### config.mk
export PLATFORM = sky130hd
export DESIGN_NAME = dmt_top
export DESIGN_NICKNAME = d
export VERILOG_FILES = /design/src/logic/dmt_pkg.sv /design/src/logic/dmt_fifo.sv /design/src/logic/dmt_top.sv
export SDC_FILE = /design/constraint.sdc
export NUM_CORES = 2
export LEC_CHECK = 0
export BUFFER_PORTS_ARGS = -buffer_cell sky130_fd_sc_hd__buf_2
export CORE_ASPECT_RATIO = 1.4
export CORE_MARGIN = 2
export CORE_UTILIZATION = 30
export DETAILED_ROUTE_END_ITERATION = 7
export HOLD_SLACK_MARGIN = 0.05
export SYNTH_ARGS = -nofsm -noshare
export SYNTH_HDL_FRONTEND = slang
export SYNTH_HIERARCHICAL = 1
export SYNTH_SLANG_ARGS = --single-unit
### constraint.sdc
create_clock -name clk_i -period 3.97 [get_ports clk_i]
set_input_delay 0.1985 -clock clk_i [delete_from_list [all_inputs] [get_ports clk_i]]
set_output_delay 0.1985 -clock clk_i [all_outputs]
set_load 0.05 [all_outputs]
### src/logic/dmt_pkg.sv
package dmt_pkg;

   // Control word field positions.
   localparam int CTL_SEL_LSB = 0;
   localparam int CTL_SEL_MSB = 3;
   localparam int CTL_WR_BIT  = 4;
   localparam int CTL_RD_BIT  = 5;

   // Pattern select codes.
   localparam logic [3:0] SEL_ZERO  = 4'h0;
   localparam logic [3:0] SEL_ONES  = 4'h1;
   localparam logic [3:0] SEL_FIVES = 4'h2;
   localparam logic [3:0] SEL_AS    = 4'h3;
   localparam logic [3:0] SEL_COUNT = 4'h4;
   localparam logic [3:0] SEL_WALK  = 4'h8;

   // Fixed pattern words and generator start values.
   localparam logic [31:0] PAT_ZERO    = 32'h0000_0000;
   localparam logic [31:0] PAT_ONES    = 32'hFFFF_FFFF;
   localparam logic [31:0] PAT_FIVES   = 32'h5555_5555;
   localparam logic [31:0] PAT_AS      = 32'hAAAA_AAAA;
   localparam logic [31:0] WALK_START  = 32'h0000_0001;
   localparam logic [31:0] WALK_LAST   = 32'h8000_0000;
   localparam logic [31:0] COUNT_START = 32'h0000_0000;

   // Memory size in words and alive indicator timing.
   localparam longint MEM_WORDS      = 33554432;
   localparam int     ADDR_W         = 25;
   localparam int     CLK_HZ         = 25000000;
   localparam int     BLINK_MS       = 500;
   localparam int     BLINK_CYCLES   = CLK_HZ / 1000 * BLINK_MS;
   localparam int     FIFO_DEPTH     = 32;

   // Memory port request and command.
   typedef struct packed {
      logic        wr;
      logic        rd;
      logic [24:0] addr;
      logic [31:0] data;
   } dmt_mem_req_s;

   typedef struct packed {
      logic [3:0] sel;
      logic       wr_en;
      logic       rd_en;
   } dmt_cmd_s;

endpackage

### src/logic/dmt_fifo.sv
`timescale 1ns/10ps
module dmt_fifo #(
   parameter int WIDTH = 32,
   parameter int DEPTH = 32
) (
   input  wire logic             clk_i,
   input  wire logic             reset_n_i,
   input  wire logic             in_valid_i,
   output logic                  in_ready_o,
   input  wire logic [WIDTH-1:0] in_data_i,
   output logic                  out_valid_o,
   input  wire logic             out_ready_i,
   output logic      [WIDTH-1:0] out_data_o
);
   localparam int AW = $clog2(DEPTH);

   logic [WIDTH-1:0] mem [DEPTH];
   logic [AW-1:0]    wptr;
   logic [AW-1:0]    rptr;
   logic [AW:0]      count;
   logic [AW-1:0]    next_wptr;
   logic [AW-1:0]    next_rptr;
   logic [AW:0]      next_count;
   logic             push;
   logic             pop;

   // Full and empty come straight from the occupancy count.
   assign in_ready_o  = (count != (AW+1)'(DEPTH));
   assign out_valid_o = (count != '0);
   assign out_data_o  = mem[rptr];
   assign push        = in_valid_i && in_ready_o;
   assign pop         = out_valid_o && out_ready_i;

   // Pointer and count update.
   always_comb begin
      next_wptr  = push ? wptr + AW'(1) : wptr;
      next_rptr  = pop ? rptr + AW'(1) : rptr;
      next_count = count + (AW+1)'(push) - (AW+1)'(pop);
   end

   always_ff @(posedge clk_i or negedge reset_n_i) begin
      if (!reset_n_i) begin
         wptr  <= '0;
         rptr  <= '0;
         count <= '0;
      end else begin
         wptr  <= next_wptr;
         rptr  <= next_rptr;
         count <= next_count;
      end
   end

   // Storage has no reset; only written words are ever read.
   always_ff @(posedge clk_i) begin
      if (push) begin
         mem[wptr] <= in_data_i;
      end
   end
endmodule

### src/logic/dmt_top.sv
// Behaviour
// - Walking one starts at 1, shifts left each word, wraps after bit 31.
// - Count pattern starts at zero and adds one per word.
// - Fixed codes give zeros, ones, 55555555h and AAAAAAAAh.
// - A reading pass emits 33554432 words; it ends once the last word is in the output FIFO, before the host has drained them all.
// - Alive indicator toggles every 500 ms (BLINK_CYCLES of a 25 MHz clock) from the FIFO clock.
// - Input and output FIFO ports share one FIFO-side clock.
// - Memory side and FIFO side share clk_i, timed here as 25 MHz (CLK_HZ).
// - Control bits 3:0 select pattern, bit 4 write, bit 5 read.
// - Write all locations first, then read, check and forward each word.
// - Indicators show select bits; a mismatch lights all until reset.
`timescale 1ns/10ps
module dmt_top
   import dmt_pkg::*;
#(
   parameter longint WORDS        = MEM_WORDS,
   parameter int     BLINK_COUNT  = BLINK_CYCLES
) (
   input  wire logic        clk_i,
   input  wire logic        reset_n_i,
   input  wire logic        shared_fifo_clock_option_i,
   input  wire logic        cmd_valid_i,
   output logic             cmd_ready_o,
   input  wire logic [31:0] cmd_data_i,
   output logic             out_valid_o,
   input  wire logic        out_ready_i,
   output logic      [31:0] out_data_o,
   output dmt_mem_req_s     mem_req_o,
   input  wire logic        mem_ack_i,
   input  wire logic        mem_rvalid_i,
   input  wire logic [31:0] mem_rdata_i,
   output logic      [3:0]  pattern_led_o,
   output logic             clock_alive_indicator_o,
   output logic             busy_o
);
   typedef enum logic [2:0] {S_IDLE, S_WRITE, S_RDREQ, S_RDWAIT, S_PUSH} dmt_state_e;

   dmt_state_e   state;
   dmt_state_e   next_state;
   dmt_cmd_s     cmd;
   dmt_cmd_s     next_cmd;
   logic [24:0]  addr;
   logic [24:0]  next_addr;
   logic [31:0]  gen;
   logic [31:0]  next_gen;
   logic [31:0]  rword;
   logic [31:0]  next_rword;
   logic         err;
   logic         next_err;
   logic         cmd_ready;
   logic         next_cmd_ready;
   dmt_mem_req_s req;
   dmt_mem_req_s next_req;
   logic         f_valid;
   logic         f_ready;
   logic         f_out_valid;
   logic [31:0]  f_out_data;
   logic [31:0]  blink;
   logic [31:0]  next_blink;
   logic         alive;
   logic         next_alive;
   logic [3:0]   leds;
   logic [3:0]   next_leds;
   logic         last_addr;

   // Both FIFO ports use clk_i; the option is accepted for pin compatibility only.
   logic         unused_opt;
   assign unused_opt = shared_fifo_clock_option_i;

   assign last_addr = (addr == 25'(WORDS - 1));

   // Pattern generator step: fixed words hold, count and walk advance.
   function automatic logic [31:0] pat_start(input logic [3:0] sel);
      unique case (sel)
         SEL_ZERO:  pat_start = PAT_ZERO;
         SEL_ONES:  pat_start = PAT_ONES;
         SEL_FIVES: pat_start = PAT_FIVES;
         SEL_AS:    pat_start = PAT_AS;
         SEL_COUNT: pat_start = COUNT_START;
         SEL_WALK:  pat_start = WALK_START;
         default:   pat_start = PAT_ZERO;
      endcase
   endfunction

   function automatic logic [31:0] pat_next(input logic [3:0] sel, input logic [31:0] v);
      if (sel == SEL_COUNT) begin
         pat_next = v + 32'h0000_0001;
      end else if (sel == SEL_WALK) begin
         pat_next = (v == WALK_LAST) ? WALK_START : {v[30:0], 1'b0};
      end else begin
         pat_next = v;
      end
   endfunction

   // Control sequence: idle, write all, then read, check and forward all.
   always_comb begin
      next_state     = state;
      next_cmd       = cmd;
      next_addr      = addr;
      next_gen       = gen;
      next_rword     = rword;
      next_err       = err;
      next_req       = req;
      next_cmd_ready = 1'b0;
      f_valid        = 1'b0;
      unique case (state)
         S_IDLE: begin
            next_cmd_ready = 1'b1;
            if (cmd_valid_i && cmd_ready) begin
               next_cmd_ready = 1'b0;
               next_cmd.sel   = cmd_data_i[CTL_SEL_MSB:CTL_SEL_LSB];
               next_cmd.wr_en = cmd_data_i[CTL_WR_BIT];
               next_cmd.rd_en = cmd_data_i[CTL_RD_BIT];
               next_addr      = '0;
               next_gen       = pat_start(cmd_data_i[CTL_SEL_MSB:CTL_SEL_LSB]);
               if (cmd_data_i[CTL_WR_BIT]) begin
                  next_state    = S_WRITE;
                  next_req.wr   = 1'b1;
                  next_req.rd   = 1'b0;
                  next_req.addr = '0;
                  next_req.data = pat_start(cmd_data_i[CTL_SEL_MSB:CTL_SEL_LSB]);
               end else if (cmd_data_i[CTL_RD_BIT]) begin
                  next_state    = S_RDREQ;
                  next_req.rd   = 1'b1;
                  next_req.wr   = 1'b0;
                  next_req.addr = '0;
               end else begin
                  next_cmd_ready = 1'b1;
               end
            end
         end
         S_WRITE: begin
            if (mem_ack_i) begin
               if (last_addr) begin
                  next_req.wr = 1'b0;
                  next_addr   = '0;
                  next_gen    = pat_start(cmd.sel);
                  if (cmd.rd_en) begin
                     next_state    = S_RDREQ;
                     next_req.rd   = 1'b1;
                     next_req.addr = '0;
                  end else begin
                     next_state     = S_IDLE;
                     next_cmd_ready = 1'b1;
                  end
               end else begin
                  next_addr     = addr + 25'h0000001;
                  next_gen      = pat_next(cmd.sel, gen);
                  next_req.addr = addr + 25'h0000001;
                  next_req.data = pat_next(cmd.sel, gen);
               end
            end
         end
         S_RDREQ: begin
            if (mem_ack_i) begin
               next_req.rd = 1'b0;
               next_state  = S_RDWAIT;
            end
         end
         S_RDWAIT: begin
            if (mem_rvalid_i) begin
               next_rword = mem_rdata_i;
               if (mem_rdata_i != gen) begin
                  next_err = 1'b1;
               end
               next_state = S_PUSH;
            end
         end
         S_PUSH: begin
            f_valid = 1'b1;
            if (f_ready) begin // Back-pressure from the host stalls the reads.
               if (last_addr) begin
                  next_state     = S_IDLE;
                  next_cmd_ready = 1'b1;
               end else begin
                  next_addr     = addr + 25'h0000001;
                  next_gen      = pat_next(cmd.sel, gen);
                  next_req.rd   = 1'b1;
                  next_req.addr = addr + 25'h0000001;
                  next_state    = S_RDREQ;
               end
            end
         end
      endcase
   end

   // One clock here; the memory request path is kept to one register stage for fast clocks.
   always_ff @(posedge clk_i or negedge reset_n_i) begin
      if (!reset_n_i) begin
         state     <= S_IDLE;
         cmd       <= '0;
         addr      <= '0;
         gen       <= '0;
         rword     <= '0;
         err       <= 1'b0;
         req       <= '0;
         cmd_ready <= 1'b0;
      end else begin
         state     <= next_state;
         cmd       <= next_cmd;
         addr      <= next_addr;
         gen       <= next_gen;
         rword     <= next_rword;
         err       <= next_err;
         req       <= next_req;
         cmd_ready <= next_cmd_ready;
      end
   end

   // Output data buffer; its ready stalls the read sequence above.
   dmt_fifo #(.WIDTH(32), .DEPTH(FIFO_DEPTH)) u_out_fifo (
      .clk_i       (clk_i),
      .reset_n_i   (reset_n_i),
      .in_valid_i  (f_valid),
      .in_ready_o  (f_ready),
      .in_data_i   (rword),
      .out_valid_o (f_out_valid),
      .out_ready_i (out_ready_i),
      .out_data_o  (f_out_data)
   );

   // Indicator and alive blinker; error latch only clears at reset.
   always_comb begin
      next_leds  = err ? 4'hF : cmd.sel;
      next_blink = blink + 32'h0000_0001;
      next_alive = alive;
      if (blink >= 32'(BLINK_COUNT - 1)) begin
         next_blink = '0;
         next_alive = ~alive;
      end
   end

   always_ff @(posedge clk_i or negedge reset_n_i) begin
      if (!reset_n_i) begin
         leds  <= '0;
         blink <= '0;
         alive <= 1'b0;
      end else begin
         leds  <= next_leds;
         blink <= next_blink;
         alive <= next_alive;
      end
   end

   // The FIFO outputs are decoded combinationally from the buffer's count and storage.
   assign out_valid_o             = f_out_valid;
   assign out_data_o              = f_out_data;
   assign cmd_ready_o             = cmd_ready;
   assign mem_req_o               = req;
   assign pattern_led_o           = leds;
   assign clock_alive_indicator_o = alive;
   assign busy_o                  = (state != S_IDLE);

   // Checks beside the logic.
   a_walk_wrap: assert property (@(posedge clk_i) disable iff (!reset_n_i)
      (state == S_WRITE && mem_ack_i && !last_addr && cmd.sel == SEL_WALK && gen == WALK_LAST)
      |=> gen == WALK_START) else $error("walk did not wrap");
   a_count_step: assert property (@(posedge clk_i) disable iff (!reset_n_i)
      (state == S_WRITE && mem_ack_i && !last_addr && cmd.sel == SEL_COUNT)
      |=> gen == $past(gen) + 32'h0000_0001) else $error("count step wrong");
   a_fixed_hold: assert property (@(posedge clk_i) disable iff (!reset_n_i)
      (state == S_WRITE && cmd.sel == SEL_FIVES) |-> req.data == PAT_FIVES)
      else $error("fixed pattern wrong");
   a_err_sticky: assert property (@(posedge clk_i) disable iff (!reset_n_i)
      err |=> ##1 pattern_led_o == 4'hF) else $error("error leds off");
   a_err_set: assert property (@(posedge clk_i) disable iff (!reset_n_i)
      (state == S_RDWAIT && mem_rvalid_i && mem_rdata_i != gen) |=> err)
      else $error("mismatch missed");
   a_no_cmd_busy: assert property (@(posedge clk_i) disable iff (!reset_n_i)
      (state != S_IDLE) |-> !cmd_ready) else $error("ready while busy");
   a_read_restart: assert property (@(posedge clk_i) disable iff (!reset_n_i)
      (state == S_WRITE && next_state == S_RDREQ) |=> gen == pat_start(cmd.sel) && addr == '0)
      else $error("read not restarted");
   a_push_stall: assert property (@(posedge clk_i) disable iff (!reset_n_i)
      (state == S_PUSH && !f_ready) |=> state == S_PUSH) else $error("push lost");
   a_blink_toggle: assert property (@(posedge clk_i) disable iff (!reset_n_i)
      (blink == 32'(BLINK_COUNT - 1)) |=> alive != $past(alive))
      else $error("alive did not toggle");

   c_write_pass: cover property (@(posedge clk_i) disable iff (!reset_n_i)
      state == S_WRITE ##1 state == S_RDREQ);
   c_read_done:  cover property (@(posedge clk_i) disable iff (!reset_n_i)
      state == S_PUSH ##1 state == S_IDLE);
   c_error_seen: cover property (@(posedge clk_i) disable iff (!reset_n_i) $rose(err));
   c_fifo_full:  cover property (@(posedge clk_i) disable iff (!reset_n_i) !f_ready);
endmodule

==> flow_summary.yaml <==
synthesis:
  ys_top_cells_by_area: "edfxtp_1 (62%), dfrtp_1 (11%), mux4_2 (8.7%), mux2i_1 (2.6%), xnor2_1 (1.2%)"
  synth_common_cells: "edfxtp_1 (1,024), dfrtp_1 (211), mux4_2 (192)"
  ys_seq_elements: 1235
  syn_inst: 2888
  synthArstFlopShare_pct: 17.1
  yosysWarnings: 6
  yosysTopAreaCellShare_pct: 61.5
  yosys_most_used_dff: "edfxtp_1"
  yosysMostFrequentCell: "edfxtp_1"
  synth_cell_types: 88
  yosysSeqAreaShare_pct: 72.1
  synth-edff-count: 1024
  synth_top_cell_by_area: "edfxtp_1"
  syn_area_per_cell_um2: 17.3
  netlist_area_mm2: 0.0500
timing:
  hold_violations: 0
  period_needed_ps: 3880
  fin_setup_tns_ps: 0
  post-route-period-util_pct: 97.7
  fin_worst_skew_ps: 19.5
  max_slew.worst_pin.slew_ps: 1170
  report.final.slew_viol_count: 0
  setup_violations: 0
  fmax_ghz: 0.258
  slew-limit-headroom_pct: 22.1
  rsz0062_at_grt: "false"
worst_setup_path:
  worst-path-buf-inv: 2
  worst_setup_path_start_kind: "flip-flop"
  critPathRequiredTime_ps: 3770
  r2r_start: "state[2]"
  critPathSlowestCell: "dfrtp_4"
  reg2reg_depth: 7
  cp_data_arrival_time_ps: 3680
  reg2reg_to: "u_out_fifo/mem[2][26]"
  crit_type: "flip-flop to primary output"
  slowest_delay_ps: 680
  worstSetupEndpointType: "primary output"
  cp_max_fo: 79
  path_delay_family: "compound AO/OA/AOI/OAI gates"
  path_cells: "buf_12 -> mux4_2 -> a22o_1 -> a211oi_1 -> a21oi_1 -> buf_2"
  reg2reg_slack_ps: 490
min_path:
  hp-class: "primary input to asynchronous set/reset pin"
placed_design:
  port_buffers: 142
  placedCellCount: 5095
  place_hpwl_um: 71900
  routabilityCongestion: 0.865
grt:
  grt_pass1_wl_um: 180000
  grtUsageTotal_pct: 13.9
  grt_antenna_before_repair: 7
  first_global_vias: 27884
  grt_max_degree: 96
  overflow: 0
pwr:
  combPwrFrac_pct: 31.3
  p_leak_nw: 19.3
  switchingPower_mw: 15.8
  p_clk_share_pct: 25.1
  p_per_area_mw_per_mm2: 749
  internal_power_mw: 27.6
  sw_frac_of_total_pct: 36.4
  seqPwrFrac_pct: 43.6
  vdd_drop_max_uv: 458
clocking:
  cts_tree: "built"
  clk_pin_slew_ps: 60
  clock_latency_ps: 720
  ctsRootBufferMaster: "clkbuf_16"
  cts_sinks: 1235
  post_cts_buffers: 0
  cts_buffers: 114
  clk_path_buf_depth: 3
  cts_htree_levels: 3
floorplanning:
  fp.dieH_um: 487
  die_width_um: 349
  initial_core_util_pct: 30.1
  pin_count: 170
  core_area_mm2: 0.166
  dieArea_mm2: 0.170
  rows: 177
finish:
  area_delta_synth_final_pct: 16.2
  layout-drive-gt1-share_pct: 22.9
  final_util_pct: 35.0
  fin_cells: 5354
  nFillCells: 15517
  final_nets: 3196
routing:
  via_count: 26998
  drtAntennaViolNets: 0
  drt_pass1_iterations: 6
  wire_per_inst_um: 22.3
  route.final.wire_length_um: 120000
  drt_iter0_markers: 2258
  drc_errors: 0
  via_per_inst: 5.04
flow_run:
  maxCapViolCount: 0
run_status:
  outcome: "completed"
==> registers in the layout, summed over array words and instances, names as in the netlist <==
signal / cells
addr: 25
blink: 32
clock_alive_indicator_o: 1
cmd: 5
cmd_ready_o: 1
err: 1
gen: 32
mem_req_o: 59
pattern_led_o: 4
rword: 32
state: 3
u_out_fifo/count: 6
u_out_fifo/mem: 1024
u_out_fifo/rptr: 5
u_out_fifo/wptr: 5
==> layer usage <==
metal  part of all wire [%]  up-vias  track usage (%)
li1                       -    11983                -
met1                     42    14024             18.0
met2                     49      807             23.7
met3                    5.9      182             2.47
met4                    2.6        2             4.49
met5                  0.010        -                0
==> cell families after synthesis <==
group           share of synthesized area (%)
other cells                           0.00750
xor+xnor                                 1.67
flops                                    72.1
mux                                      12.1
simple gates                             4.49
compound gates                           7.03
fa+ha+maj                               0.491
buf+inv                                  2.09
==> stage by stage <==
stage          cell area (um2)  setup WS, ps  hold slack, ps  total power [mW]
2_1_floorplan            50000           471           -97.1              27.9
3_3_place_gp             53900           539             289              32.7
3_5_place_dp             53900           523             286              32.9
4_1_cts                  58000          21.6            96.4              43.9
5_1_grt                  58100          9.43             142              45.5
6_report                 58100          91.7            90.9              43.5
==> final cells by class <==
class	instances	area (um2)	share of cell area [%]
repair buffers	280	2240	3.86
clock buffers	145	3130	5.39
multi-input cells	1445	13200	22.8
diodes	3	7.51	0.0129
inverters	30	113	0.194
well taps	2148	2690	4.63
clock inverters	68	614	1.06
flip-flops and latches	1235	36000	62.1
==> layout by cell type, fill, tap and decap left out, drive strengths merged, types with 14 or more instances in the layout <==
cell and n:
clkbuf 145, o22ai 37, a211oi 75, o21a 14, a31oi 18, mux4 192
o21ai 97, ha 18, a22o 41, nor3 22, edfxtp 1024, nand2 146
mux2i 130, mux2 39, xnor2 71, buf 237, a21oi 72, nor2 133
o221ai 33, a22oi 37, xor2 24, dfrtp 211, clkinv 51, nor4 18
nand4 26, and3 23, dlygate4sd3 43, nand3 41, inv 33
==> power by group through the flow <==
stage                     clock (mW)  sequential (mW)  combinational (mW)
after detailed placement           0             19.2                13.7
after global routing            11.6             19.3                14.6
after global placement             0             19.1                13.6
after CTS                       11.2             19.0                13.7
final                           10.9             18.9                13.6
after floorplan                    0             18.3                9.59
==> worst max path at each step <==
stage | from | to | slack (ps) | depth (start not counted)
CTS | u_out_fifo/rptr[1] | out_data_o[21] | 20 | 6
global placement | state[2] | u_out_fifo/mem[30][12] | 540 | 7
floorplan | state[1] | u_out_fifo/mem[30][0] | 470 | 8
finish | u_out_fifo/rptr[1] | out_data_o[18] | 90 | 6
global route | u_out_fifo/rptr[0] | out_data_o[15] | 9 | 8
detailed placement | state[2] | u_out_fifo/mem[30][11] | 520 | 7
==> what timing repair did <==
action,in CTS,in global routing
endpoints found under the hold margin,151,0
gates resized for setup,0,3
hold buffers,43,0
endpoints found under the setup margin,0,4
Note: power is estimated with default switching activity, not from simulation.
